## src/design/lwt_pkg.sv

```systemverilog
// package: register map, control layouts and constants of the lifetime and wake-up timers
package lwt_pkg;
   localparam logic [31:0] LT_LOAD_ADDR = 32'hffff0300;
   localparam logic [31:0] LT_LOW_ADDR = 32'hffff0304;
   localparam logic [31:0] LT_HIGH_ADDR = 32'hffff0308;
   localparam logic [31:0] LT_CTRL_ADDR = 32'hffff030c;
   localparam logic [31:0] LT_CLR_ADDR = 32'hffff0310;
   localparam logic [31:0] LT_CAP_ADDR = 32'hffff0314;
   localparam logic [31:0] WK_LOAD_ADDR = 32'hffff0340;
   localparam logic [31:0] WK_CNT_ADDR = 32'hffff0344;
   localparam logic [31:0] WK_CTRL_ADDR = 32'hffff0348;
   localparam logic [31:0] WK_CLR_ADDR = 32'hffff034c;

   // clock select code that means the core clock, per timer
   localparam logic [1:0] LT_CORE_SEL = 2'h3;
   localparam logic [1:0] WK_CORE_SEL = 2'h1;

   localparam int PRESC_W = 15;
   localparam int EVT_N = 18;
   localparam logic [4:0] EVT_LAST = 5'h11;
   localparam logic [4:0] EVT_LT = 5'h00;
   localparam logic [4:0] EVT_WK = 5'h02;

   localparam logic [15:0] NARROW_MAX = 16'hffff;
   localparam logic [47:0] WIDE_MAX = 48'hffff_ffff_ffff;
   localparam logic [31:0] WORD_MAX = 32'hffff_ffff;

   // time-of-day limits and the mask of live bits
   localparam logic [6:0] TICK_MAX = 7'h7f;
   localparam logic [5:0] SEC_MAX = 6'h3b;
   localparam logic [5:0] MIN_MAX = 6'h3b;
   localparam logic [7:0] HR_MAX_DAY = 8'h17;
   localparam logic [7:0] HR_MAX_FULL = 8'hff;
   localparam logic [31:0] TOD_MASK = 32'hff3f3f7f;

   typedef enum logic [1:0] {
      FMT_BIN = 2'b00,
      FMT_RSVD = 2'b01,
      FMT_TOD23 = 2'b10,
      FMT_TOD255 = 2'b11
   } lwt_fmt_t;

   typedef struct packed {
      logic [13:0] rsvd_hi;
      logic cap_en;
      logic [4:0] evt_sel;
      logic rsvd_b11;
      logic [1:0] clk_sel;
      logic up;
      logic en;
      logic periodic;
      logic rsvd_b5;
      logic wide;
      logic [3:0] presc;
   } lwt_lt_ctrl_t;

   typedef struct packed {
      logic [20:0] rsvd_hi;
      logic [1:0] clk_sel;
      logic up;
      logic en;
      logic periodic;
      lwt_fmt_t fmt;
      logic [3:0] presc;
   } lwt_wk_ctrl_t;
endpackage : lwt_pkg

```

## src/design/lwt_tick.sv

```systemverilog
// source select, pin synchronisers and power-of-two prescaler for one timer
module lwt_tick #(
   parameter logic [1:0] CORE_SEL = 2'h3,
   parameter int PW = 15
) (
   input wire logic pclk,
   input wire logic presetn,
   input wire logic [3:0] src_pin,
   input wire logic core_on,
   input wire logic [1:0] sel,
   input wire logic [3:0] presc,
   input wire logic restart,
   output logic tick
);
   logic [3:0] s1_q, s2_q, s3_q;
   logic [PW-1:0] div_q;
   logic [PW-1:0] mask;
   logic lvl;

   // two stages before anything reads a pin, a third only for edge detection
   always_ff @(posedge pclk or negedge presetn) begin
      if (!presetn) begin
         s1_q <= 4'h0;
         s2_q <= 4'h0;
         s3_q <= 4'h0;
      end else begin
         s1_q <= src_pin;
         s2_q <= s1_q;
         s3_q <= s2_q;
      end
   end

   // the core clock source counts every cycle it runs, others count rising edges
   assign lvl = (sel == CORE_SEL) ? core_on : (s2_q[sel] & ~s3_q[sel]);
   assign mask = PW'((32'h1 << presc) - 32'h1);
   assign tick = lvl && ((div_q & mask) == mask);

   // divider restarts on a control or clear write so the first period is whole
   always_ff @(posedge pclk or negedge presetn) begin
      if (!presetn) begin
         div_q <= '0;
      end else if (restart) begin
         div_q <= '0;
      end else if (lvl) begin
         div_q <= div_q + PW'(1);
      end
   end
endmodule // lwt_tick

```

## src/design/lwt_timers.sv

```systemverilog
// lifetime and wake-up timers behind an apb slave
module lwt_timers (
   input wire logic pclk,
   input wire logic presetn,
   input wire logic psel,
   input wire logic penable,
   input wire logic pwrite,
   input wire logic [31:0] paddr,
   input wire logic [31:0] pwdata,
   output logic [31:0] prdata,
   output logic pready,
   output logic pslverr,
   input wire logic osc32k_pin,
   input wire logic xtal32k_pin,
   input wire logic undivided_pll_clock,
   input wire logic core_clk_on,
   input wire logic [17:0] event_src,
   output logic lifetime_irq,
   output logic wakeup_irq
);
   lwt_pkg::lwt_lt_ctrl_t lt_ctrl_q, lt_wr_c;
   lwt_pkg::lwt_wk_ctrl_t wk_ctrl_q, wk_wr_c;
   logic [15:0] lt_load_q, lt_cap_q;
   logic [47:0] lt_cnt_q;
   logic [31:0] wk_load_q, wk_cnt_q;
   logic [31:0] prdata_q, rd_d;
   logic pready_q, pslverr_q, lt_irq_q, wk_irq_q, evt_q;
   logic wr_en, wr_lt_ctrl, wr_lt_clr, wr_wk_ctrl, wr_wk_clr;
   logic lt_tick, wk_tick, lt_run, wk_run, lt_term, wk_term, wk_tod;
   logic evt_lvl, cap_fire;
   logic [7:0] wk_hmax;
   logic [31:0] wk_max;
   localparam int EVT_N_W = lwt_pkg::EVT_N;
   logic [EVT_N_W-1:0] src_vec;

   // time-of-day step: each field carries into the next one
   function automatic logic [31:0] tod_step(input logic [31:0] v, input logic up,
                                            input logic [7:0] hmax);
      logic [7:0] h;
      logic [5:0] m;
      logic [5:0] s;
      logic [6:0] t;
      h = v[31:24];
      m = v[21:16];
      s = v[13:8];
      t = v[6:0];
      if (up) begin
         if (t != lwt_pkg::TICK_MAX) begin
            t = t + 7'h01;
         end else begin
            t = 7'h00;
            if (s != lwt_pkg::SEC_MAX) begin
               s = s + 6'h01;
            end else begin
               s = 6'h00;
               if (m != lwt_pkg::MIN_MAX) begin
                  m = m + 6'h01;
               end else begin
                  m = 6'h00;
                  h = (h >= hmax) ? 8'h00 : h + 8'h01;
               end
            end
         end
      end else begin
         if (t != 7'h00) begin
            t = t - 7'h01;
         end else begin
            t = lwt_pkg::TICK_MAX;
            if (s != 6'h00) begin
               s = s - 6'h01;
            end else begin
               s = lwt_pkg::SEC_MAX;
               if (m != 6'h00) begin
                  m = m - 6'h01;
               end else begin
                  m = lwt_pkg::MIN_MAX;
                  h = (h == 8'h00) ? hmax : h - 8'h01;
               end
            end
         end
      end
      return {h, 2'h0, m, 2'h0, s, 1'h0, t};
   endfunction

   // reserved control bits are dropped on write and read as zero
   function automatic lwt_pkg::lwt_lt_ctrl_t lt_clean(input logic [31:0] w);
      lwt_pkg::lwt_lt_ctrl_t c;
      c = lwt_pkg::lwt_lt_ctrl_t'(w);
      c.rsvd_hi = '0;
      c.rsvd_b11 = 1'b0;
      c.rsvd_b5 = 1'b0;
      return c;
   endfunction

   // first value after a start, an overflow or a clear write
   function automatic logic [47:0] lt_first(input lwt_pkg::lwt_lt_ctrl_t c,
                                            input logic [15:0] load);
      if (c.wide) begin
         return 48'h0;
      end else if (c.periodic) begin
         return {32'h0, load};
      end else if (c.up) begin
         return 48'h0;
      end else begin
         return {32'h0, lwt_pkg::NARROW_MAX};
      end
   endfunction

   function automatic logic [31:0] wk_first(input lwt_pkg::lwt_wk_ctrl_t c,
                                            input logic [31:0] load, input logic [31:0] max);
      if (c.periodic) begin
         return c.fmt[1] ? (load & lwt_pkg::TOD_MASK) : load;
      end else begin
         return c.up ? 32'h0 : max;
      end
   endfunction

   function automatic logic reg_hit(input logic [31:0] a);
      return (a == lwt_pkg::LT_LOAD_ADDR) || (a == lwt_pkg::LT_LOW_ADDR) ||
             (a == lwt_pkg::LT_HIGH_ADDR) || (a == lwt_pkg::LT_CTRL_ADDR) ||
             (a == lwt_pkg::LT_CLR_ADDR) || (a == lwt_pkg::LT_CAP_ADDR) ||
             (a == lwt_pkg::WK_LOAD_ADDR) || (a == lwt_pkg::WK_CNT_ADDR) ||
             (a == lwt_pkg::WK_CTRL_ADDR) || (a == lwt_pkg::WK_CLR_ADDR);
   endfunction

   // apb: zero-wait answer, a write lands at the edge that ends the access phase
   assign wr_en = psel && penable && pwrite && pready_q;
   assign wr_lt_ctrl = wr_en && (paddr == lwt_pkg::LT_CTRL_ADDR);
   assign wr_lt_clr = wr_en && (paddr == lwt_pkg::LT_CLR_ADDR);
   assign wr_wk_ctrl = wr_en && (paddr == lwt_pkg::WK_CTRL_ADDR);
   assign wr_wk_clr = wr_en && (paddr == lwt_pkg::WK_CLR_ADDR);
   assign lt_wr_c = lt_clean(pwdata);
   assign wk_wr_c = lwt_pkg::lwt_wk_ctrl_t'({21'h0, pwdata[10:0]});

   // read data is sampled in the setup cycle, so a live count is one cycle old
   always_comb begin
      rd_d = 32'h0;
      if (paddr == lwt_pkg::LT_LOAD_ADDR) begin
         rd_d = {16'h0, lt_load_q};
      end else if (paddr == lwt_pkg::LT_LOW_ADDR) begin
         rd_d = {16'h0, lt_cnt_q[15:0]};
      end else if (paddr == lwt_pkg::LT_HIGH_ADDR) begin
         rd_d = lt_cnt_q[47:16];
      end else if (paddr == lwt_pkg::LT_CTRL_ADDR) begin
         rd_d = lt_ctrl_q;
      end else if (paddr == lwt_pkg::LT_CAP_ADDR) begin
         rd_d = {16'h0, lt_cap_q};
      end else if (paddr == lwt_pkg::WK_LOAD_ADDR) begin
         rd_d = wk_tod ? (wk_load_q & lwt_pkg::TOD_MASK) : wk_load_q;
      end else if (paddr == lwt_pkg::WK_CNT_ADDR) begin
         rd_d = wk_cnt_q;
      end else if (paddr == lwt_pkg::WK_CTRL_ADDR) begin
         rd_d = wk_ctrl_q;
      end
   end

   always_ff @(posedge pclk or negedge presetn) begin
      if (!presetn) begin
         pready_q <= 1'b0;
         pslverr_q <= 1'b0;
         prdata_q <= 32'h0;
      end else begin
         pready_q <= psel && !penable;
         pslverr_q <= psel && !penable && !reg_hit(paddr);
         prdata_q <= (psel && !penable && !pwrite) ? rd_d : 32'h0;
      end
   end

   // software registers; the clear registers keep no value
   always_ff @(posedge pclk or negedge presetn) begin
      if (!presetn) begin
         lt_ctrl_q <= '0;
         lt_load_q <= 16'h0;
         wk_ctrl_q <= '0;
         wk_load_q <= 32'h0;
      end else begin
         if (wr_lt_ctrl) lt_ctrl_q <= lt_wr_c;
         if (wr_en && paddr == lwt_pkg::LT_LOAD_ADDR) lt_load_q <= pwdata[15:0];
         if (wr_wk_ctrl) wk_ctrl_q <= wk_wr_c;
         if (wr_en && paddr == lwt_pkg::WK_LOAD_ADDR) wk_load_q <= pwdata;
      end
   end

   // tick sources; the core-clock choice of each timer sits at a different code
   lwt_tick #(.CORE_SEL(lwt_pkg::LT_CORE_SEL), .PW(lwt_pkg::PRESC_W)) u_lt_tick (
      .pclk(pclk),
      .presetn(presetn),
      .src_pin({1'b0, xtal32k_pin, undivided_pll_clock, osc32k_pin}),
      .core_on(core_clk_on),
      .sel(lt_ctrl_q.clk_sel),
      .presc(lt_ctrl_q.presc),
      .restart(wr_lt_ctrl || wr_lt_clr),
      .tick(lt_tick)
   );

   // core_clk_on only gates the core-clock choice, the 32 kHz choices keep running
   lwt_tick #(.CORE_SEL(lwt_pkg::WK_CORE_SEL), .PW(lwt_pkg::PRESC_W)) u_wk_tick (
      .pclk(pclk),
      .presetn(presetn),
      .src_pin({undivided_pll_clock, xtal32k_pin, 1'b0, osc32k_pin}),
      .core_on(core_clk_on),
      .sel(wk_ctrl_q.clk_sel),
      .presc(wk_ctrl_q.presc),
      .restart(wr_wk_ctrl || wr_wk_clr),
      .tick(wk_tick)
   );

   // lifetime terminal: full scale in 48-bit, else zero or full scale by direction
   assign lt_run = lt_ctrl_q.en && lt_tick;
   always_comb begin
      if (lt_ctrl_q.wide) begin
         lt_term = (lt_cnt_q == lwt_pkg::WIDE_MAX);
      end else if (lt_ctrl_q.up) begin
         lt_term = (lt_cnt_q[15:0] == lwt_pkg::NARROW_MAX);
      end else begin
         lt_term = (lt_cnt_q[15:0] == 16'h0);
      end
   end

   // lifetime counter: a control or clear write restarts it at once, a terminal tick reloads
   always_ff @(posedge pclk or negedge presetn) begin
      if (!presetn) begin
         lt_cnt_q <= 48'h0;
      end else if (wr_lt_ctrl) begin
         lt_cnt_q <= lt_first(lt_wr_c, lt_load_q);
      end else if (wr_lt_clr) begin
         lt_cnt_q <= lt_first(lt_ctrl_q, lt_load_q);
      end else if (lt_run) begin
         if (lt_term) begin
            lt_cnt_q <= lt_first(lt_ctrl_q, lt_load_q);
         end else if (lt_ctrl_q.wide) begin
            lt_cnt_q <= lt_cnt_q + 48'h1;
         end else if (lt_ctrl_q.up) begin
            lt_cnt_q <= {32'h0, lt_cnt_q[15:0] + 16'h1};
         end else begin
            lt_cnt_q <= {32'h0, lt_cnt_q[15:0] - 16'h1};
         end
      end
   end

   // a terminal tick in the same cycle as a clear write keeps the flag set
   always_ff @(posedge pclk or negedge presetn) begin
      if (!presetn) begin
         lt_irq_q <= 1'b0;
      end else if (lt_run && lt_term) begin
         lt_irq_q <= 1'b1;
      end else if (wr_lt_clr) begin
         lt_irq_q <= 1'b0;
      end
   end

   // event source vector; the timers feed their own codes
   always_comb begin
      src_vec = event_src;
      src_vec[lwt_pkg::EVT_LT] = event_src[lwt_pkg::EVT_LT] | lt_irq_q;
      src_vec[lwt_pkg::EVT_WK] = event_src[lwt_pkg::EVT_WK] | wk_irq_q;
   end
   // codes beyond the last event select nothing
   assign evt_lvl = (lt_ctrl_q.evt_sel <= lwt_pkg::EVT_LAST) && src_vec[lt_ctrl_q.evt_sel];
   assign cap_fire = lt_ctrl_q.cap_en && !lt_ctrl_q.wide && evt_lvl && !evt_q;

   // capture on the rising edge only; the counter is not disturbed
   always_ff @(posedge pclk or negedge presetn) begin
      if (!presetn) begin
         evt_q <= 1'b0;
         lt_cap_q <= 16'h0;
      end else begin
         evt_q <= evt_lvl;
         if (cap_fire) lt_cap_q <= lt_cnt_q[15:0];
      end
   end

   // wake-up limits follow the selected format
   assign wk_tod = wk_ctrl_q.fmt[1];
   assign wk_hmax = (wk_ctrl_q.fmt == lwt_pkg::FMT_TOD23) ? lwt_pkg::HR_MAX_DAY
                                                          : lwt_pkg::HR_MAX_FULL;
   assign wk_max = wk_tod ? {wk_hmax, 2'h0, lwt_pkg::MIN_MAX, 2'h0, lwt_pkg::SEC_MAX, 1'h0,
                             lwt_pkg::TICK_MAX} : lwt_pkg::WORD_MAX;
   assign wk_run = wk_ctrl_q.en && wk_tick;
   assign wk_term = wk_ctrl_q.up ? (wk_cnt_q == wk_max) : (wk_cnt_q == 32'h0);

   // wake-up counter: same restart rules as the lifetime timer
   always_ff @(posedge pclk or negedge presetn) begin
      if (!presetn) begin
         wk_cnt_q <= 32'h0;
      end else if (wr_wk_ctrl) begin
         wk_cnt_q <= wk_first(wk_wr_c, wk_load_q,
                              wk_wr_c.fmt[1] ? {(wk_wr_c.fmt == lwt_pkg::FMT_TOD23) ?
                              lwt_pkg::HR_MAX_DAY : lwt_pkg::HR_MAX_FULL, 2'h0,
                              lwt_pkg::MIN_MAX, 2'h0, lwt_pkg::SEC_MAX, 1'h0,
                              lwt_pkg::TICK_MAX} : lwt_pkg::WORD_MAX);
      end else if (wr_wk_clr) begin
         wk_cnt_q <= wk_first(wk_ctrl_q, wk_load_q, wk_max);
      end else if (wk_run) begin
         if (wk_term) begin
            wk_cnt_q <= wk_first(wk_ctrl_q, wk_load_q, wk_max);
         end else if (wk_tod) begin
            wk_cnt_q <= tod_step(wk_cnt_q, wk_ctrl_q.up, wk_hmax);
         end else if (wk_ctrl_q.up) begin
            wk_cnt_q <= wk_cnt_q + 32'h1;
         end else begin
            wk_cnt_q <= wk_cnt_q - 32'h1;
         end
      end
   end

   always_ff @(posedge pclk or negedge presetn) begin
      if (!presetn) begin
         wk_irq_q <= 1'b0;
      end else if (wk_run && wk_term) begin
         wk_irq_q <= 1'b1;
      end else if (wr_wk_clr) begin
         wk_irq_q <= 1'b0;
      end
   end

   assign prdata = prdata_q;
   assign pready = pready_q;
   assign pslverr = pslverr_q;
   assign lifetime_irq = lt_irq_q;
   assign wakeup_irq = wk_irq_q;
endmodule // lwt_timers

```

## config.mk

```make
export PLATFORM = sky130hd
export DESIGN_NAME = lwt_timers
export DESIGN_NICKNAME = d
export VERILOG_FILES = /design/src/design/lwt_pkg.sv /design/src/design/lwt_tick.sv /design/src/design/lwt_timers.sv
export SDC_FILE = /design/constraint.sdc
export NUM_CORES = 1
export LEC_CHECK = 0
export BUFFER_PORTS_ARGS = -buffer_cell sky130_fd_sc_hd__buf_2
export CAP_MARGIN = 40
export CORE_ASPECT_RATIO = 1.4
export CORE_MARGIN = 2
export CORE_UTILIZATION = 30
export CTS_CLUSTER_DIAMETER = 50
export DETAILED_ROUTE_END_ITERATION = 6
export GPL_ROUTABILITY_DRIVEN = 0
export PLACE_DENSITY = 0.54
export SYNTH_ARGS = -nofsm -noshare
export SYNTH_HDL_FRONTEND = slang
export SYNTH_HIERARCHICAL = 1
export SYNTH_SLANG_ARGS = --single-unit
```

## constraint.sdc

```tcl
create_clock -name pclk -period 4.2 [get_ports pclk]
set_clock_uncertainty 0.1 [all_clocks]
set_input_delay 0.42 -clock pclk [delete_from_list [all_inputs] [get_ports pclk]]
set_output_delay 0.42 -clock pclk [all_outputs]
set_load 0.1 [all_outputs]
```

Word level (Yosys, flattened, before mapping)
Cells that the tools add are included.
- flip-flop bits (word level): 256
- bits of input ports: 91
- output and inout port bits: 36
- logic and storage cells: 233
- add/sub/neg operators: 17
- magnitude comparators: 5
- equality and inequality tests: 28
- shifts and indexed selects: 2
- muxes and demuxes: 84
- bitwise gates (word level): 8
- reduce and logical (&&, ||, !) cells: 53
- operators with widths (operator ; number):
    32-bit two-way mux ; 20
    48-bit two-way mux ; 7
    32-bit equality test, second input constant ; 10
    8-bit two-way mux ; 11
    16-bit two-way mux ; 5
    6-bit two-way mux ; 12
    15-bit two-way mux ; 4
    48-bit by 1-bit adder with 48-bit output, second input constant ; 1
    48-bit equality test, second input constant ; 1
    24-bit two-way mux ; 2
    6-bit inequality test, second input constant ; 8
    32-bit by 1-bit adder with 32-bit output, second input constant ; 1
    32-bit equality test ; 1
    32-bit zero test ; 1
    32-bit by 1-bit subtractor with 32-bit output, second input constant ; 1
    15-bit by 1-bit adder with 15-bit output, second input constant ; 2
    15-bit bitwise AND ; 2
    15-bit equality test ; 2
    1-bit by 4-bit left shift with 15-bit output, first input constant ; 2
    15-bit by 1-bit subtractor with 15-bit output, second input constant ; 2
    1-bit logical AND ; 22
    7-bit two-way mux ; 3
    16-bit by 1-bit adder with 16-bit output, second input constant ; 1
    16-bit equality test, second input constant ; 1
    32 further kinds ; 75

Depth between registers and ports, before layout
- depth in word-level cells: 13
- mapped depth: 18
- mapped depth without buffers: 16

Modules after synthesis
The synthesis kept the hierarchy.
- modules (own cells, without submodules) (module ; instances ; cells each ; area each (µm²) ; sequential area each (µm²)):
    lwt_timers ; 1 ; 1802 ; 15244.6 ; 5205.0
    lwt_tick (u_lt_tick) ; 1 ; 147 ; 1360.1 ; 600.6
    lwt_tick (u_wk_tick) ; 1 ; 147 ; 1357.6 ; 600.6

Worst setup path after synthesis
No wires, ideal clock.
- kind: flip-flop to flip-flop
- start: register lt_ctrl_q[3] in the netlist's numbering
- end: register lt_cnt_q[47]
- library setup time: 121 ps
- arrival time: 3579 ps
- data required time: 3979 ps
- setup slack: 399 ps
- cell stages (with the launch flop): 18
- path buffers: 2
- period minus slack after synthesis: 3801 ps
- cell sequence: dfrtp_1 clkbuf_1 nor3_1 nand2b_1 ha_1 clkbuf_1 nor3b_1 o21ai_0 or4b_1 nor4_1 nand2_1 inv_1 a41oi_2 or4_1 nor3_4 nand4_1 xor2_1 nor2_1
- word-level cells in the longest chain between the ends: 7
- RTL lines (element ; line ; source):
    start, declared ; lwt_timers.sv:21 ; lwt_pkg::lwt_lt_ctrl_t lt_ctrl_q, lt_wr_c;
    start signal, assigned ; lwt_timers.sv:177 ; if (wr_lt_ctrl) lt_ctrl_q <= lt_wr_c;
    1-bit by 4-bit left shift with 15-bit output * ; lwt_tick.sv:35 ; assign mask = PW'((32'h1 << presc) - 32'h1);
    15-bit by 1-bit subtractor with 15-bit output * ; lwt_tick.sv:35 ;
    15-bit bitwise AND ; lwt_tick.sv:36 ; assign tick = lvl && ((div_q & mask) == mask);
    15-bit equality test * ; lwt_tick.sv:36 ;
    1-bit logical AND * ; lwt_tick.sv:36 ;
    via lt_tick ; lwt_timers.sv:29 ; logic lt_tick, wk_tick, lt_run, wk_run, lt_term, wk_term, wk_tod;
    1-bit logical AND * ; lwt_timers.sv:209 ; assign lt_run = lt_ctrl_q.en && lt_tick;
    3-bit nonzero test (no source line) * ; n/a ;
    end signal, assigned ; lwt_timers.sv:225 ; lt_cnt_q <= lt_first(lt_wr_c, lt_load_q);
    end signal, assigned ; lwt_timers.sv:227 ; lt_cnt_q <= lt_first(lt_ctrl_q, lt_load_q);
    end signal, assigned ; lwt_timers.sv:230 ; lt_cnt_q <= lt_first(lt_ctrl_q, lt_load_q);
    end, declared ; lwt_timers.sv:24 ; logic [47:0] lt_cnt_q;
Mark *: on every way through the listed nets, which the timed path passes. The rest lies on a longest branch.
A chain may end at the register's enable or synchronous reset.

Worst setup path after layout
- start: register wk_ctrl_q[0] in the netlist's numbering
- end: register wk_cnt_q[28]
- word-level cells in the longest chain between the ends: 8
- RTL lines (element ; line ; source):
    start, declared ; lwt_timers.sv:22 ; lwt_pkg::lwt_wk_ctrl_t wk_ctrl_q, wk_wr_c;
    start signal, assigned ; lwt_timers.sv:179 ; if (wr_wk_ctrl) wk_ctrl_q <= wk_wr_c;
    1-bit by 4-bit left shift with 15-bit output * ; lwt_tick.sv:35 ;
    15-bit by 1-bit subtractor with 15-bit output * ; lwt_tick.sv:35 ;
    15-bit bitwise AND ; lwt_tick.sv:36 ;
    15-bit equality test * ; lwt_tick.sv:36 ;
    1-bit logical AND * ; lwt_tick.sv:36 ;
    via wk_tick ; lwt_timers.sv:29 ;
    1-bit logical AND * ; lwt_timers.sv:279 ; assign wk_run = wk_ctrl_q.en && wk_tick;
    3-bit nonzero test (no source line) * ; n/a ;
    7-bit AND reduction (no source line) * ; n/a ;
    end signal, assigned ; lwt_timers.sv:287 ; wk_cnt_q <= wk_first(wk_wr_c, wk_load_q,
    end signal, assigned ; lwt_timers.sv:293 ; wk_cnt_q <= wk_first(wk_ctrl_q, wk_load_q, wk_max);
    end signal, assigned ; lwt_timers.sv:296 ; wk_cnt_q <= wk_first(wk_ctrl_q, wk_load_q, wk_max);
    end, declared ; lwt_timers.sv:25 ; logic [31:0] wk_load_q, wk_cnt_q;
Marked as above.

==> flow_metrics.py <==
metrics = {
    "global_route": {
        "grt_start_max_net_pins": 109,
        "grt_pass1_vias": 17100,
        "antenna_found_initial": 4,
        "grt.overflow.total": 0,
        "grt_pass1_wl_um": 101000,
        "grt_util_all_layers_pct": 20.7,
    },
    "power": {
        "p_total_mw": 6.17,
        "power_density_mw_per_mm2": 294,
        "irDropWorstVdd_mv": 0.312,
        "cellLeakagePower_nw": 9.06,
    },
    "floorplanning": {
        "die_h_um": 293,
        "dieWidth_um": 211,
        "die_area_mm2": 0.0619,
        "floorplan.initialDensity_pct": 30.2,
        "pin_count": 127,
        "core.rowCount": 106,
        "coreArea_mm2": 0.0594,
    },
    "clocking": {
        "cts_max_level": 1,
        "cts_buffers": 29,
        "cts-root-buf": "clkbuf_16",
        "cts_buffer_depth": 3,
        "cts.clk_slew.worst_paths_ps": 70,
        "cts_tree": "yes",
        "post_cts_buffers": 0,
        "clock_sinks": 256,
        "clock_latency_ps": 600,
    },
    "timing": {
        "drv_slew": 0,
        "fmax_mhz": 254,
        "setup_tns_ps": 0,
        "fin_crit_sh_pct": 93.9,
        "final.min_clock_period_ps": 3940,
        "rsz0062_at_grt": "true",
        "tightest_slew_ps": 1020,
        "setup_viol": 0,
        "fin_ws_ps": 256,
        "hold_viol_final": 0,
        "relSlewSlack_pct": 32.1,
    },
    "hold_path": {
        "hp-class": "in -> reg",
        "worstHoldPathCells": 2,
    },
    "place": {
        "io_buffers": 126,
        "dpl_worst_slack_ps": 152,
        "place_hpwl_um": 48600,
    },
    "critical_path": {
        "crit_type": "reg -> reg",
        "start_kind": "flop",
        "cp.required_ps": 4610,
        "endpoint_kind": "flop",
        "crit_fanout": 12,
        "reg2regPathDepth": 13,
        "worstPathArrival_ps": 4350,
    },
    "synthesis": {
        "syn-cell-area_mm2": 0.0180,
        "avgSynthCellArea_um2": 8.57,
        "ys_warn_count": 6,
        "syn-num-nets": 2254,
        "synthCells": 2095,
    },
    "routing": {
        "vias": 17300,
        "routed_wl_um": 64600,
        "drtAntennaViolNets": 0,
        "wl_per_cell_um": 21.5,
        "drtIter0Drc": 1598,
        "first_pass_iters": 6,
        "drc": 0,
        "viasPerCell": 5.76,
    },
    "layout": {
        "n_fill_cell": 6121,
        "drive_gt1_share_pct": 16.7,
        "area_delta_synth_final_pct": 16.9,
        "nets": 2387,
    },
    "run": {
        "maxCapViolations": 0,
    },
    "run_status": {
        "status": "finished clean",
    },
}
flip-flops by register name, indices dropped and copies added, names as in the netlist, 15 cells and up:
signal           flops
wk_load_q           32
prdata              32
lt_load_q           16
lt_ctrl_q           16
lt_cnt_q            48
wk_cnt_q            32
lt_cap_q            16
u_lt_tick/div_q     15
u_wk_tick/div_q     15
report_power, final:
part | total (mW) | internal [mW] | leakage [nW] | switching [mW]
logic | 0.574 | 0.232 | 5.21 | 0.341
clock network | 2.77 | 1.59 | 0.502 | 1.18
registers | 2.82 | 2.61 | 3.36 | 0.215
critical path, stage by stage, from the launching register on:
cell       delay [ps]
dfrtp_1           520
nand2b_1          210
ha_1              310
nor3b_1           180
o21ai_0           120
or4b_1            460
nor4_2            290
nand2_1           260
a31oi_1           260
a21oi_1           200
nand2b_1          280
a2111oi_0         410
mux2i_1           130
nand3_1           100
worst paths after layout:
path	startpoint	to	slack, ps
max	wk_ctrl_q[0]$_DFFE_PN0P_	wk_cnt_q[28]$_DFFE_PN0P_	260
min in group asynchronous	presetn	lt_cnt_q[41]$_DFFE_PN0P_	380
max in group asynchronous	presetn	wk_cnt_q[2]$_DFFE_PN0N_	2510
min reg2reg	u_lt_tick/s1_q[2]$_DFF_PN0_	u_lt_tick/s2_q[2]$_DFF_PN0_	250
min	pwdata[19]	wk_load_q[19]$_DFFE_PN0P_	30
max reg2reg	wk_ctrl_q[0]$_DFFE_PN0P_	wk_cnt_q[28]$_DFFE_PN0P_	260
routing by layer:
metal  routed length, um  vias up  share of wire, %  track usage, %
li1                    -     8044                 -               -
met1               26800     8456                42            26.1
met2               31100      617                48            35.0
met3                3020      195               4.7            1.83
met4                3700        0               5.7            11.3
met5                   0        -                 0               0
cell usage in the layout (no fill, tap or decap), types with 19 or more instances in the layout:
cell type	n
dfrtp_1	256
nand2_1	225
nor2_1	179
a21oi_1	173
o21ai_0	127
buf_2	125
buf_4	77
nand3_1	76
inv_1	71
mux2_2	67
ha_1	66
xnor2_1	48
xor2_1	46
nand4_1	37
nand2b_1	32
a221oi_1	32
a211oi_1	29
clkbuf_16	29
a21o_1	27
o31ai_1	27
dlygate4sd3_1	27
nor3_1	26
a31oi_1	25
o211ai_1	23
or3_1	20
or4_1	19
stage by stage:
stage               hold slack, ps  cells  cell area [um^2]  utilization (%)
CTS                           5.22   3005             21000             35.3
floorplan                     24.4   2095             18000                -
detailed placement             236   2926             19700             33.1
global route                  20.3   3008             21000             35.3
global placement               231   2926             19700             33.1
finish                        29.2   3008             21000             35.3
repair_timing:
item	4_1_cts	5_1_grt
gates resized for setup	0	5
hold buffers	27	0
hold endpoints to repair	132	0
setup endpoints to repair	0	19
final cells by class:
type / instances / area [um^2] / area share (%)
Clock buffer: 33 / 771 / 3.67
Tap cell: 756 / 946 / 4.50
Sequential cell: 256 / 6410 / 30.5
Antenna cell: 3 / 7.51 / 0.0358
Clock inverter: 19 / 255 / 1.22
Multi-Input combinational cell: 1636 / 10800 / 51.6
Timing Repair Buffer: 231 / 1510 / 7.19
Inverter: 74 / 278 / 1.32
No activity file was read; power rests on OpenSTA's default activity.
